--- config.mk ---
export PLATFORM = sky130hd
export DESIGN_NAME = timer_channel_ctrl
export DESIGN_NICKNAME = d
export VERILOG_FILES = /design/src/design/tmr_chan_pkg.sv /design/src/design/capture_edge.sv /design/src/design/compare_line.sv /design/src/design/timer_channel_ctrl.sv
export SDC_FILE = /design/constraint.sdc
export NUM_CORES = 1
export LEC_CHECK = 0
export CAP_MARGIN = 25
export CORE_MARGIN = 3
export CORE_UTILIZATION = 35
export DETAILED_ROUTE_END_ITERATION = 12
export DONT_BUFFER_PORTS = 1
export PLACE_DENSITY = 0.56
export SLEW_MARGIN = 20
export SYNTH_ARGS = -nofsm -noshare
export SYNTH_HDL_FRONTEND = slang
export SYNTH_SLANG_ARGS = --single-unit
--- constraint.sdc ---
create_clock -name clk -period 2.8 [get_ports clk]
set_clock_uncertainty 0.2 [all_clocks]
set_input_delay 0.56 -clock clk [delete_from_list [all_inputs] [get_ports clk]]
set_output_delay 0.56 -clock clk [all_outputs]
set_load 0.1 [all_outputs]
--- src/design/tmr_chan_pkg.sv ---
// shared constants for the timer channel control block
package tmr_chan_pkg;

  // ----------------------------------------------------------------
  // geometry
  // ----------------------------------------------------------------
  localparam int        NUM_CH   = 8;
  localparam logic [7:0] CH_IMPL = 8'hFF;  // implemented channels
  localparam logic [7:0] REG_RST = 8'h00;  // reset value of every control register

  // ----------------------------------------------------------------
  // register offsets
  // ----------------------------------------------------------------
  localparam logic [7:0] OFS_SELECT   = 8'h00;  // capture_compare_select
  localparam logic [7:0] OFS_DISC     = 8'h01;  // compare_pin_disconnect
  localparam logic [7:0] OFS_C7MASK   = 8'h02;  // ch7_compare_mask
  localparam logic [7:0] OFS_C7DATA   = 8'h03;  // ch7_compare_data
  localparam logic [7:0] OFS_TOV      = 8'h07;  // toggle_on_wrap_bit per channel
  localparam logic [7:0] OFS_ACT_HI   = 8'h08;  // output_action_ctrl_hi
  localparam logic [7:0] OFS_ACT_LO   = 8'h09;  // output_action_ctrl_lo
  localparam logic [7:0] OFS_EDGE_HI  = 8'h0A;  // edge_ctrl_hi
  localparam logic [7:0] OFS_EDGE_LO  = 8'h0B;  // edge_ctrl_lo
  localparam logic [7:0] OFS_IEN      = 8'h0C;  // channel_irq_enable
  localparam logic [7:0] OFS_FLAG     = 8'h0E;  // chan_flag_reg

  // ----------------------------------------------------------------
  // field codes: {out_mode_bit, out_level_bit} and {edge_sel_high_bit, edge_sel_low_bit}
  // ----------------------------------------------------------------
  localparam logic [1:0] ACT_NONE   = 2'h0;
  localparam logic [1:0] ACT_TOGGLE = 2'h1;
  localparam logic [1:0] ACT_CLEAR  = 2'h2;
  localparam logic [1:0] ACT_SET    = 2'h3;
  localparam logic [1:0] EDGE_OFF   = 2'h0;
  localparam logic [1:0] EDGE_RISE  = 2'h1;
  localparam logic [1:0] EDGE_FALL  = 2'h2;
  localparam logic [1:0] EDGE_ANY   = 2'h3;

endpackage

--- src/design/capture_edge.sv ---
// one channel input: two-stage synchroniser and selectable edge detector
`timescale 1ns/1ps
module capture_edge
  import tmr_chan_pkg::*;
(
  input  wire logic       clk,
  input  wire logic       reset,
  input  wire logic       pin_in,
  input  wire logic [1:0] edge_sel,
  output logic            edge_event
);

  logic sync1_q;
  logic sync2_q;
  logic prev_q;
  logic rise;
  logic fall;
  logic hit;

  // edge decode looks only at the second stage and its delayed copy
  assign rise = sync2_q & ~prev_q;
  assign fall = ~sync2_q & prev_q;
  assign hit  = (edge_sel == EDGE_RISE) ? rise :
                (edge_sel == EDGE_FALL) ? fall :
                (edge_sel == EDGE_ANY)  ? (rise | fall) : 1'b0;

  // synchroniser, history and one-cycle event pulse
  always_ff @(posedge clk) begin
    if (reset) begin
      sync1_q    <= 1'b0;
      sync2_q    <= 1'b0;
      prev_q     <= 1'b0;
      edge_event <= 1'b0;
    end else begin
      sync1_q    <= pin_in;
      sync2_q    <= sync1_q;
      prev_q     <= sync2_q;
      edge_event <= hit;
    end
  end

endmodule // capture_edge

--- src/design/compare_line.sv ---
// one channel compare output line with override, wrap toggle and action code
`timescale 1ns/1ps
module compare_line
  import tmr_chan_pkg::*;
(
  input  wire logic       clk,
  input  wire logic       reset,
  input  wire logic       own_match,
  input  wire logic       ovr_hit,
  input  wire logic       ovr_val,
  input  wire logic       wrap_tgl,
  input  wire logic [1:0] action,
  output logic            line_q
);

  logic line_d;

  // channel-7 override first, then wrap toggle, then own action
  always_comb begin
    line_d = line_q;
    if (ovr_hit) begin
      line_d = ovr_val;
    end else if (wrap_tgl) begin
      line_d = ~line_q;
    end else if (own_match) begin
      case (action)
        ACT_TOGGLE: line_d = ~line_q;
        ACT_CLEAR:  line_d = 1'b0;
        ACT_SET:    line_d = 1'b1;
        default:    line_d = line_q;
      endcase
    end
  end

  always_ff @(posedge clk) begin
    if (reset) begin
      line_q <= 1'b0;
    end else begin
      line_q <= line_d;
    end
  end

endmodule // compare_line

--- src/design/timer_channel_ctrl.sv ---
// channel control for an eight-channel timer: actions, edges, flags, interrupt
//
// Behaviour
// - compare match applies two-bit output action
// - nonzero action code turns pin to output
// - own action reaches pin when mask clear
// - disconnect bit stops compare driving pin
// - absent channels: writes ignored, reads zero
// - masked channel: equal takes data, later both
// - channel 7 self mask selects data bit
// - override only when both channels compare
// - edge code selects none, rise, fall, any
// - enable bit pairs with same flag bit
// - cleared enable blocks that flag's interrupt
// - capture or compare event sets channel flag
// - wrap toggle beats action, yields to override
//
// Design decision made here: the address-and-strobe port.
`timescale 1ns/1ps
module timer_channel_ctrl
  import tmr_chan_pkg::*;
(
  input  wire logic                clk,
  input  wire logic                reset,
  input  wire logic [7:0]          addr,
  input  wire logic [7:0]          wdata,
  input  wire logic                wr,
  input  wire logic                rd,
  output logic      [7:0]          rdata,
  input  wire logic [NUM_CH-1:0]   compare_match,
  input  wire logic                counter_wrap,
  input  wire logic [NUM_CH-1:0]   pin_in,
  output logic      [NUM_CH-1:0]   pin_out,
  output logic      [NUM_CH-1:0]   pin_oe_n,
  output logic      [NUM_CH-1:0]   capture_event,
  output logic                     irq
);

  // ----------------------------------------------------------------
  // registers
  // ----------------------------------------------------------------
  logic [7:0]  select_q;
  logic [7:0]  disc_q;
  logic [7:0]  c7mask_q;
  logic [7:0]  c7data_q;
  logic [7:0]  tov_q;
  logic [15:0] act_q;
  logic [15:0] edge_q;
  logic [7:0]  ien_q;
  logic [7:0]  flag_q;
  logic [7:0]  flag_d;
  logic [7:0]  rdata_d;
  logic [7:0]  oe_n_d;
  logic [7:0]  cap_d;

  // ----------------------------------------------------------------
  // address decode and write data masked to implemented channels
  // ----------------------------------------------------------------
  wire [15:0] impl_pairs;
  wire [7:0]  wmask   = wdata & CH_IMPL;
  wire        we_sel  = wr && (addr == OFS_SELECT);
  wire        we_disc = wr && (addr == OFS_DISC);
  wire        we_c7m  = wr && (addr == OFS_C7MASK);
  wire        we_c7d  = wr && (addr == OFS_C7DATA);
  wire        we_tov  = wr && (addr == OFS_TOV);
  wire        we_ahi  = wr && (addr == OFS_ACT_HI);
  wire        we_alo  = wr && (addr == OFS_ACT_LO);
  wire        we_ehi  = wr && (addr == OFS_EDGE_HI);
  wire        we_elo  = wr && (addr == OFS_EDGE_LO);
  wire        we_ien  = wr && (addr == OFS_IEN);
  wire        we_flag = wr && (addr == OFS_FLAG);
  wire [15:0] wpair   = {wdata, wdata};
  wire [7:0]  wpair_hi = wpair[15:8] & impl_pairs[15:8];
  wire [7:0]  wpair_lo = wpair[7:0] & impl_pairs[7:0];

  // ----------------------------------------------------------------
  // per-channel datapath
  // ----------------------------------------------------------------
  wire [7:0] edge_hit;
  wire [7:0] line;
  wire [7:0] ovr_hit;
  wire [7:0] own_match;
  wire [7:0] wrap_tgl;
  wire [7:0] act_any;
  wire       c7_event = compare_match[7] & select_q[7];

  genvar i;
  generate
    for (i = 0; i < NUM_CH; i++) begin : g_ch
      assign impl_pairs[2*i+1:2*i] = {CH_IMPL[i], CH_IMPL[i]};
      assign act_any[i] = |act_q[2*i+1:2*i];
      // override needs both channels in compare mode
      assign ovr_hit[i] = c7_event & c7mask_q[i] & select_q[i];
      // channel 7 with its own mask bit set skips its own action
      assign own_match[i] = compare_match[i] & select_q[i]
                            & ~((i == 7) & c7mask_q[7]);
      assign wrap_tgl[i] = counter_wrap & tov_q[i] & select_q[i];

      compare_line u_line (
        .clk       (clk),
        .reset     (reset),
        .own_match (own_match[i]),
        .ovr_hit   (ovr_hit[i]),
        .ovr_val   (c7data_q[i]),
        .wrap_tgl  (wrap_tgl[i]),
        .action    (act_q[2*i+1:2*i]),
        .line_q    (line[i])
      );

      capture_edge u_edge (
        .clk        (clk),
        .reset      (reset),
        .pin_in     (pin_in[i]),
        .edge_sel   (edge_q[2*i+1:2*i]),
        .edge_event (edge_hit[i])
      );
    end
  endgenerate

  assign pin_out = line;

  // pin drives while an action or override is armed and not disconnected
  assign oe_n_d = ~((act_any | (c7mask_q & {8{select_q[7]}} & select_q)) & ~disc_q);

  // capture events only count in capture mode
  assign cap_d = edge_hit & ~select_q;

  // ----------------------------------------------------------------
  // flags: events set, write-one clears, set wins
  // ----------------------------------------------------------------
  wire [7:0] flag_set = (cap_d | (compare_match & select_q)) & CH_IMPL;
  wire [7:0] flag_clr = we_flag ? wmask : 8'h00;
  assign flag_d = (flag_q & ~flag_clr) | flag_set;

  // ----------------------------------------------------------------
  // read multiplexer
  // ----------------------------------------------------------------
  assign rdata_d = !rd                    ? 8'h00 :
                   (addr == OFS_SELECT)   ? select_q :
                   (addr == OFS_DISC)     ? disc_q :
                   (addr == OFS_C7MASK)   ? c7mask_q :
                   (addr == OFS_C7DATA)   ? c7data_q :
                   (addr == OFS_TOV)      ? tov_q :
                   (addr == OFS_ACT_HI)   ? act_q[15:8] :
                   (addr == OFS_ACT_LO)   ? act_q[7:0] :
                   (addr == OFS_EDGE_HI)  ? edge_q[15:8] :
                   (addr == OFS_EDGE_LO)  ? edge_q[7:0] :
                   (addr == OFS_IEN)      ? ien_q :
                   (addr == OFS_FLAG)     ? flag_q : 8'h00;

  // ----------------------------------------------------------------
  // control registers
  // ----------------------------------------------------------------
  always_ff @(posedge clk) begin
    if (reset) begin
      select_q <= REG_RST;
      disc_q   <= REG_RST;
      c7mask_q <= REG_RST;
      c7data_q <= REG_RST;
      tov_q    <= REG_RST;
      act_q    <= {REG_RST, REG_RST};
      edge_q   <= {REG_RST, REG_RST};
      ien_q    <= REG_RST;
    end else begin
      if (we_sel)  select_q <= wmask;
      if (we_disc) disc_q <= wmask;
      if (we_c7m)  c7mask_q <= wmask;
      if (we_c7d)  c7data_q <= wmask;
      if (we_tov)  tov_q <= wmask;
      if (we_ahi)  act_q[15:8] <= wpair_hi;
      if (we_alo)  act_q[7:0] <= wpair_lo;
      if (we_ehi)  edge_q[15:8] <= wpair_hi;
      if (we_elo)  edge_q[7:0] <= wpair_lo;
      if (we_ien)  ien_q <= wmask;
    end
  end

  // status, interrupt and registered outputs
  always_ff @(posedge clk) begin
    if (reset) begin
      flag_q        <= 8'h00;
      irq           <= 1'b0;
      rdata         <= 8'h00;
      pin_oe_n      <= 8'hFF;
      capture_event <= 8'h00;
    end else begin
      flag_q        <= flag_d;
      irq           <= |(flag_q & ien_q);
      rdata         <= rdata_d;
      pin_oe_n      <= oe_n_d;
      capture_event <= cap_d;
    end
  end
endmodule // timer_channel_ctrl

==> metrics, run 1 <==
Tmin final=2.18 ns; layout cells sized above 1=10.8%; total clock sinks=around 150; routed wire length=between 20000 and 25000 um; DIE HEIGHT=roughly 150 um; die area=22700 um^2; sequential area share after synthesis=41.8%; CP startpoint kind=flip-flop; DRT met1 WL=9850 um; final hold violation count=0; clk buf depth=2; P_int=3.56 mW; fin area=between 8000 and 9000 um^2; total track usage=20.0%; Stages on worst setup path=0; Post-Synthesis Net Count=approximately 930; Port Buffer Count=0; diodes inserted=0; LEAKAGE=3.48 nW; Slew HR=32.6%; Net Sw Frac=22.7%; vias=6193; yosys warns=0; maxcap violations=0; row cnt=52; Top FF cell, synth=dfxtp_1; ys async rst share=0%; setup TNS=0 ns; number of global-route vias before repair=5787; largest cells by area after synthesis=dfxtp_1 42%, mux2i_1 11%, nor2_1 6.1%; DR pass1 iterations=5; clock power share=48.9%; CTS clk-pin slew, worst paths=0.06 ns; Syn Area/Cell=roughly 8.5 um^2; combinational share of power=3.4%; Tcrit/Tclk final=77.8%; Routed met2 length=between 10000 and 15000 um; Slew Limit Fails=0; outcome=complete, no violations; total core area=~20000 um^2; Post-Synthesis Cell Area=7320 um^2; Worst setup EP type=output pin; CP startpoint=g_ch[7].u_line.line_q$_SDFFE_PP0P_; H-Tree Depth=4; CTS tree=done; Max FO, Critical Path=3; Die X=151 um; PwrDens=555 nW/um^2; Final nets=about 940; DR DRC count=0; Final setup viols=0; Worst EP required=2.04 ns; Worst-Skew Late Latency=approximately 0.44 ns; path depth of the worst reg2reg path=7; Area Overhead vs Synth=13.4%; placer congestion estimate=0.890; Psw=roughly 1.0 mW; largest net degree at the start of global routing=approximately 120; antenna violations before repair=0; most numerous cell in the Yosys netlist=dfxtp_1; total grt overflow=0; DR WL/cell=between 15 and 20 um; starting density of the core=36.0%; Hold Crit Depth=1; Hold Crit Class=input pin to flip-flop; first-pass GRT wire length=34100 um; RSZ-0062 raised after global routing=no; Worst Hold Launch=reset; Post-DRT Antenna Nets=0; Max Fclk=459 MHz; post-synth top area share=41.8%; clk root buf=clkbuf_16; Yosys cell types=53; Vias/cell=5.38; CP Class=flip-flop to output pin; Iteration-0 DRC Markers=roughly 540; leading area contributor after synthesis=dfxtp_1; Post-synth top cells=153 x dfxtp_1, 119 x nor2_1, 100 x nand2_1; Num CTS Buffers=17; Placed Area=7720 um^2; routed wl met3=about 1800 um; io pins=70; Largest regs=act_q: 16 flops, edge_q: 16 flops; r2r startpoint=act_q[7]$_SDFFE_PP0P_; top layer reached by signal wires=met4; Flop pwr share=47.8%; #FFs+latches synth=153; CP Data Arrival Time=1.42 ns; Max VDD drop=420 uV; hpwl dp=15200 um; Synth Instances=863; worst slew pin tran=a little over 1 ns; number of synthesized flops with an enable pin=0
[stage by stage]
step | power, mW | hold WS (ns) | util [%] | setup slack, ns | cells
4_1_cts | 4.63 | 0.00332 | 40.7 | 0.591 | 1151
3_3_place_gp | 2.39 | 0.216 | 37.9 | 0.355 | 1118
5_1_grt | 4.76 | 0.0130 | 40.8 | 0.432 | 1152
3_5_place_dp | 2.39 | 0.223 | 37.9 | 0.267 | 1118
6_report | 4.60 | 0.0399 | 40.8 | 0.621 | 1152
2_1_floorplan | 2.42 | 0.214 | - | 0.563 | 863
[cell families after synthesis]
logic type | count (synthesis) | synth area share, %
AO/OA/AOI/OAI | 166 | 14.6
adder cells (fa/ha/maj) | 32 | 5.47
buffers and inverters | 110 | 6.32
flip-flops | 153 | 41.8
multiplexers | 84 | 11.6
AND/OR/NAND/NOR | 318 | 20.2
[layout by cell type (no fill, tap or decap), types with 4 or more instances in the layout]
cell,count
dfxtp_1,153
nor2_1,119
nand2_1,100
mux2i_1,77
a21oi_1,55
inv_1,50
buf_4,45
nand3_1,43
ha_1,32
nor2b_1,23
o21ai_0,22
clkbuf_16,17
a31oi_1,15
o22ai_1,12
a22oi_1,12
nand2b_1,9
a211oi_1,8
a211o_1,8
mux2_2,7
a221oi_1,6
clkinv_2,6
a21o_1,5
a221o_1,4
a22o_1,4
a2bb2oi_1,4
[power groups by stage]
stage | registers (mW) | clock network [mW] | logic, mW
6_report | 2.20 | 2.25 | 0.154
5_1_grt | 2.20 | 2.39 | 0.171
4_1_cts | 2.20 | 2.29 | 0.148
3_5_place_dp | 2.25 | 0 | 0.139
3_3_place_gp | 2.25 | 0 | 0.139
2_1_floorplan | 2.25 | 0 | 0.172
[layout make-up]
type / instances / area (um^2)
fillers: 2101 / 12100
multi-input cells: 600 / 3800
flip-flops and latches: 153 / 3060
clock buffers: 19 / 433
repair buffers: 47 / 353
well taps: 270 / 338
inverters: 50 / 188
clock inverters: 13 / 130
[what timing repair did]
| action | CTS | global route |
|---|---|---|
| resized for setup | 0 | 0 |
| setup buffers | 0 | 0 |
| hold buffers | 1 | 1 |
| endpoints found under the hold margin | 27 | 21 |
[final timing paths]
check        slack (ns)                                  to
max reg2reg        0.63  g_ch[3].u_line.line_q$_SDFFE_PP0P_
min                0.04             edge_q[13]$_SDFFE_PP0P_
min reg2reg        0.23   g_ch[3].u_edge.sync2_q$_SDFF_PP0_
max                0.62                          pin_out[7]
[layer usage]
layer / vias up / global-route usage [%]
met5: - / 0
met4: 0 / 7.71
met3: 51 / 5.63
met2: 265 / 31.1
met1: 2899 / 26.3
li1: 2978 / -
No activity file was read; power rests on OpenSTA's default activity.
==> run 2, diff against run 1 <==
- ABC_AREA: not set -> 1
- PLACE_DENSITY: 0.56 -> 0.58
- clock period: 2.8 -> 1.9 ns (I/O delays scaled with it)
==> metrics, run 2 <==
most common cell after layout, fill and taps aside=dfxtp_1; GR peak layer=met2; PwrDens=880 nW/um^2; clk buf depth=2; Finished Core Util=44.6%; mux share of post-synthesis cell area=0%; Flop pwr share=~44%; maxcap violations=0; Post-synth top cells=153 x dfxtp_1, 123 x inv_1, 122 x a21oi_1; Worst-Skew Late Latency=0.43 ns; hpwl dp=about 14000 um; GR Util met2=31.9%; Top FF cell, synth=dfxtp_1; Max Fclk=583 MHz; Port Buffer Count=0; largest family of logic cells by synthesized area=compound AO/OA/AOI/OAI gates; Slew HR=63.8%; Max VDD drop=622 uV; Post-Synthesis Net Count=953; largest net degree at the start of global routing=52; total grt overflow=0; DR DRC count=0; placer congestion estimate=0.954; Largest regs=act_q: 16 flops, edge_q: 16 flops; Vias/cell=slightly below 5; Final WS setup=0.185 ns; CP Class=input pin to flip-flop; most frequent cells in the layout=153 x dfxtp_1, 122 x inv_1, 122 x a21oi_1, 106 x o21ai_0, 105 x nand2_1; Syn Area/Cell=7.70 um^2; CP Data Arrival Time=1.82 ns; DIE HEIGHT=~150 um; ys async rst share=0%; fin area=approximately 8400 um^2; Num CTS Buffers=17; io pins=70; Area Overhead vs Synth=23.6%; Iteration-0 DRC Markers=~510; number of synthesized flops with an enable pin=0; DR WL/cell=16.7 um; Post-DRT Antenna Nets=0; CP startpoint kind=input pin; outcome=complete, no violations; Tmin final=1.71 ns; Post-Synth Adder-Cell Area=5.88%; leading area contributor after synthesis=dfxtp_1; CTS tree=done; clock power share=a little over half; Slew Limit Fails=0; final hold violation count=0; Synth Instances=884; Compound-Gate Fraction of Synth Area=21.2%; Yosys cell types=32; combinational share of power=4.0%; die area=21200 um^2; total core area=18900 um^2; most numerous cell in the Yosys netlist=dfxtp_1; H-Tree Depth=4; Placed Area=7480 um^2; clk root buf=clkbuf_16; Reg2Reg Setup Slack=0.31 ns; antenna violations before repair=2; area of the multi-input gates=3060 um^2; DR pass1 iterations=5; Die X=145 um; Post-Synthesis Cell Area=between 6000 and 7000 um^2; post-CTS sizing=0; fill cell count=1939; Net Sw Frac=21.7%; post-synth top area share=45.0%; total track usage=19.5%; Worst EP required=2.00 ns; #FFs+latches synth=153; sequential area share after synthesis=45.0%; Hold Crit Class=input pin to flip-flop; P_int=5.80 mW; total chip power=7.41 mW; LEAKAGE=3.38 nW; layout cells sized above 1=12.9%; yosys warns=0; final cell count without fillers=1231; Final nets=1026; pre-CTS WS=-0.177 ns; Final setup viols=0; Tcrit/Tclk final=approximately 90%; vias=6082; routed wire length=between 20000 and 25000 um; number of global-route vias before repair=5700; simple-gate area share of the yosys netlist=17.9%; met3 usage=4.27%; setup TNS=0 ns; XOR/XNOR Fraction of Synth Area=0%; total clock sinks=153; largest cells by area after synthesis=dfxtp_1 45%, a21oi_1 9.0%, o21ai_0 7.8%; Psw=~1.6 mW; first-pass GRT wire length=between 30000 and 40000 um; starting density of the core=36.0%; placed insts=1173; Hold Worst Slack=0.0134 ns; Worst setup EP type=flip-flop; CTS clk-pin slew, worst paths=0.06 ns; row cnt=50; Max FO, Critical Path=16; worst slew pin tran=0.542 ns; RSZ-0062 raised after global routing=no; grt met1 use=25.7%; Reg area=3060 um^2
[run 2: routing by layer]
| metal | part of all wire, % | vias up |
|---|---|---|
| li1 | - | 3089 |
| met1 | 46 | 2787 |
| met2 | 46 | 181 |
| met3 | 6.0 | 25 |
| met4 | 1.9 | 0 |
| met5 | 0 | - |
[run 2: area by class of cell]
type	count	area share [%]
well taps	260	3.86
clock buffers	17	5.05
inverters	128	5.71
repair buffers	93	9.69
clock inverters	15	2.91
flip-flops and latches	153	36.4
multi-input cells	564	36.4
diodes	1	0.0297
[run 2: cells by family (layout without fill, tap and decap cells)]
kind of cell,after synthesis,after routing
AO/OA/AOI/OAI,269,269
adder cells (fa/ha/maj),32,32
buffers and inverters,167,253
flip-flops,153,153
other,0,1
AND/OR/NAND/NOR,263,263
[run 2: what timing repair did]
item | CTS | global route
hold buffers | 25 | 0
endpoints found under the hold margin | 124 | 0
endpoints found under the setup margin | 0 | 0
buffers inserted | 0 | 0
[run 2: worst paths after layout]
kind | endpoint | depth (start not counted) | startpoint
max | act_q[8]$_SDFFE_PP0P_ | 8 | addr[7]
min | act_q[8]$_SDFFE_PP0P_ | 2 | wdata[0]
max reg2reg | g_ch[7].u_line.line_q$_SDFFE_PP0P_ | 6 | act_q[14]$_SDFFE_PP0P_
min reg2reg | g_ch[4].u_edge.sync2_q$_SDFF_PP0_ | 2 | g_ch[4].u_edge.sync1_q$_SDFF_PP0_
[run 2: power by group through the flow]
stage,registers (mW),logic [mW],clock network (mW)
final,3.24,0.296,3.87
after global routing,3.25,0.326,4.07
after CTS,3.24,0.295,3.91
after detailed placement,3.32,0.197,0
after global placement,3.32,0.195,0
after floorplan,3.32,0.152,0
[run 2: worst max-delay path, stage by stage]
cell	delay, ns
inv_1	0.03
nand2_1	0.11
nor2_8	0.24
nand3_2	0.14
nor2_4	0.19
nand2_1	0.33
o21ai_0	0.32
a21oi_1	0.07
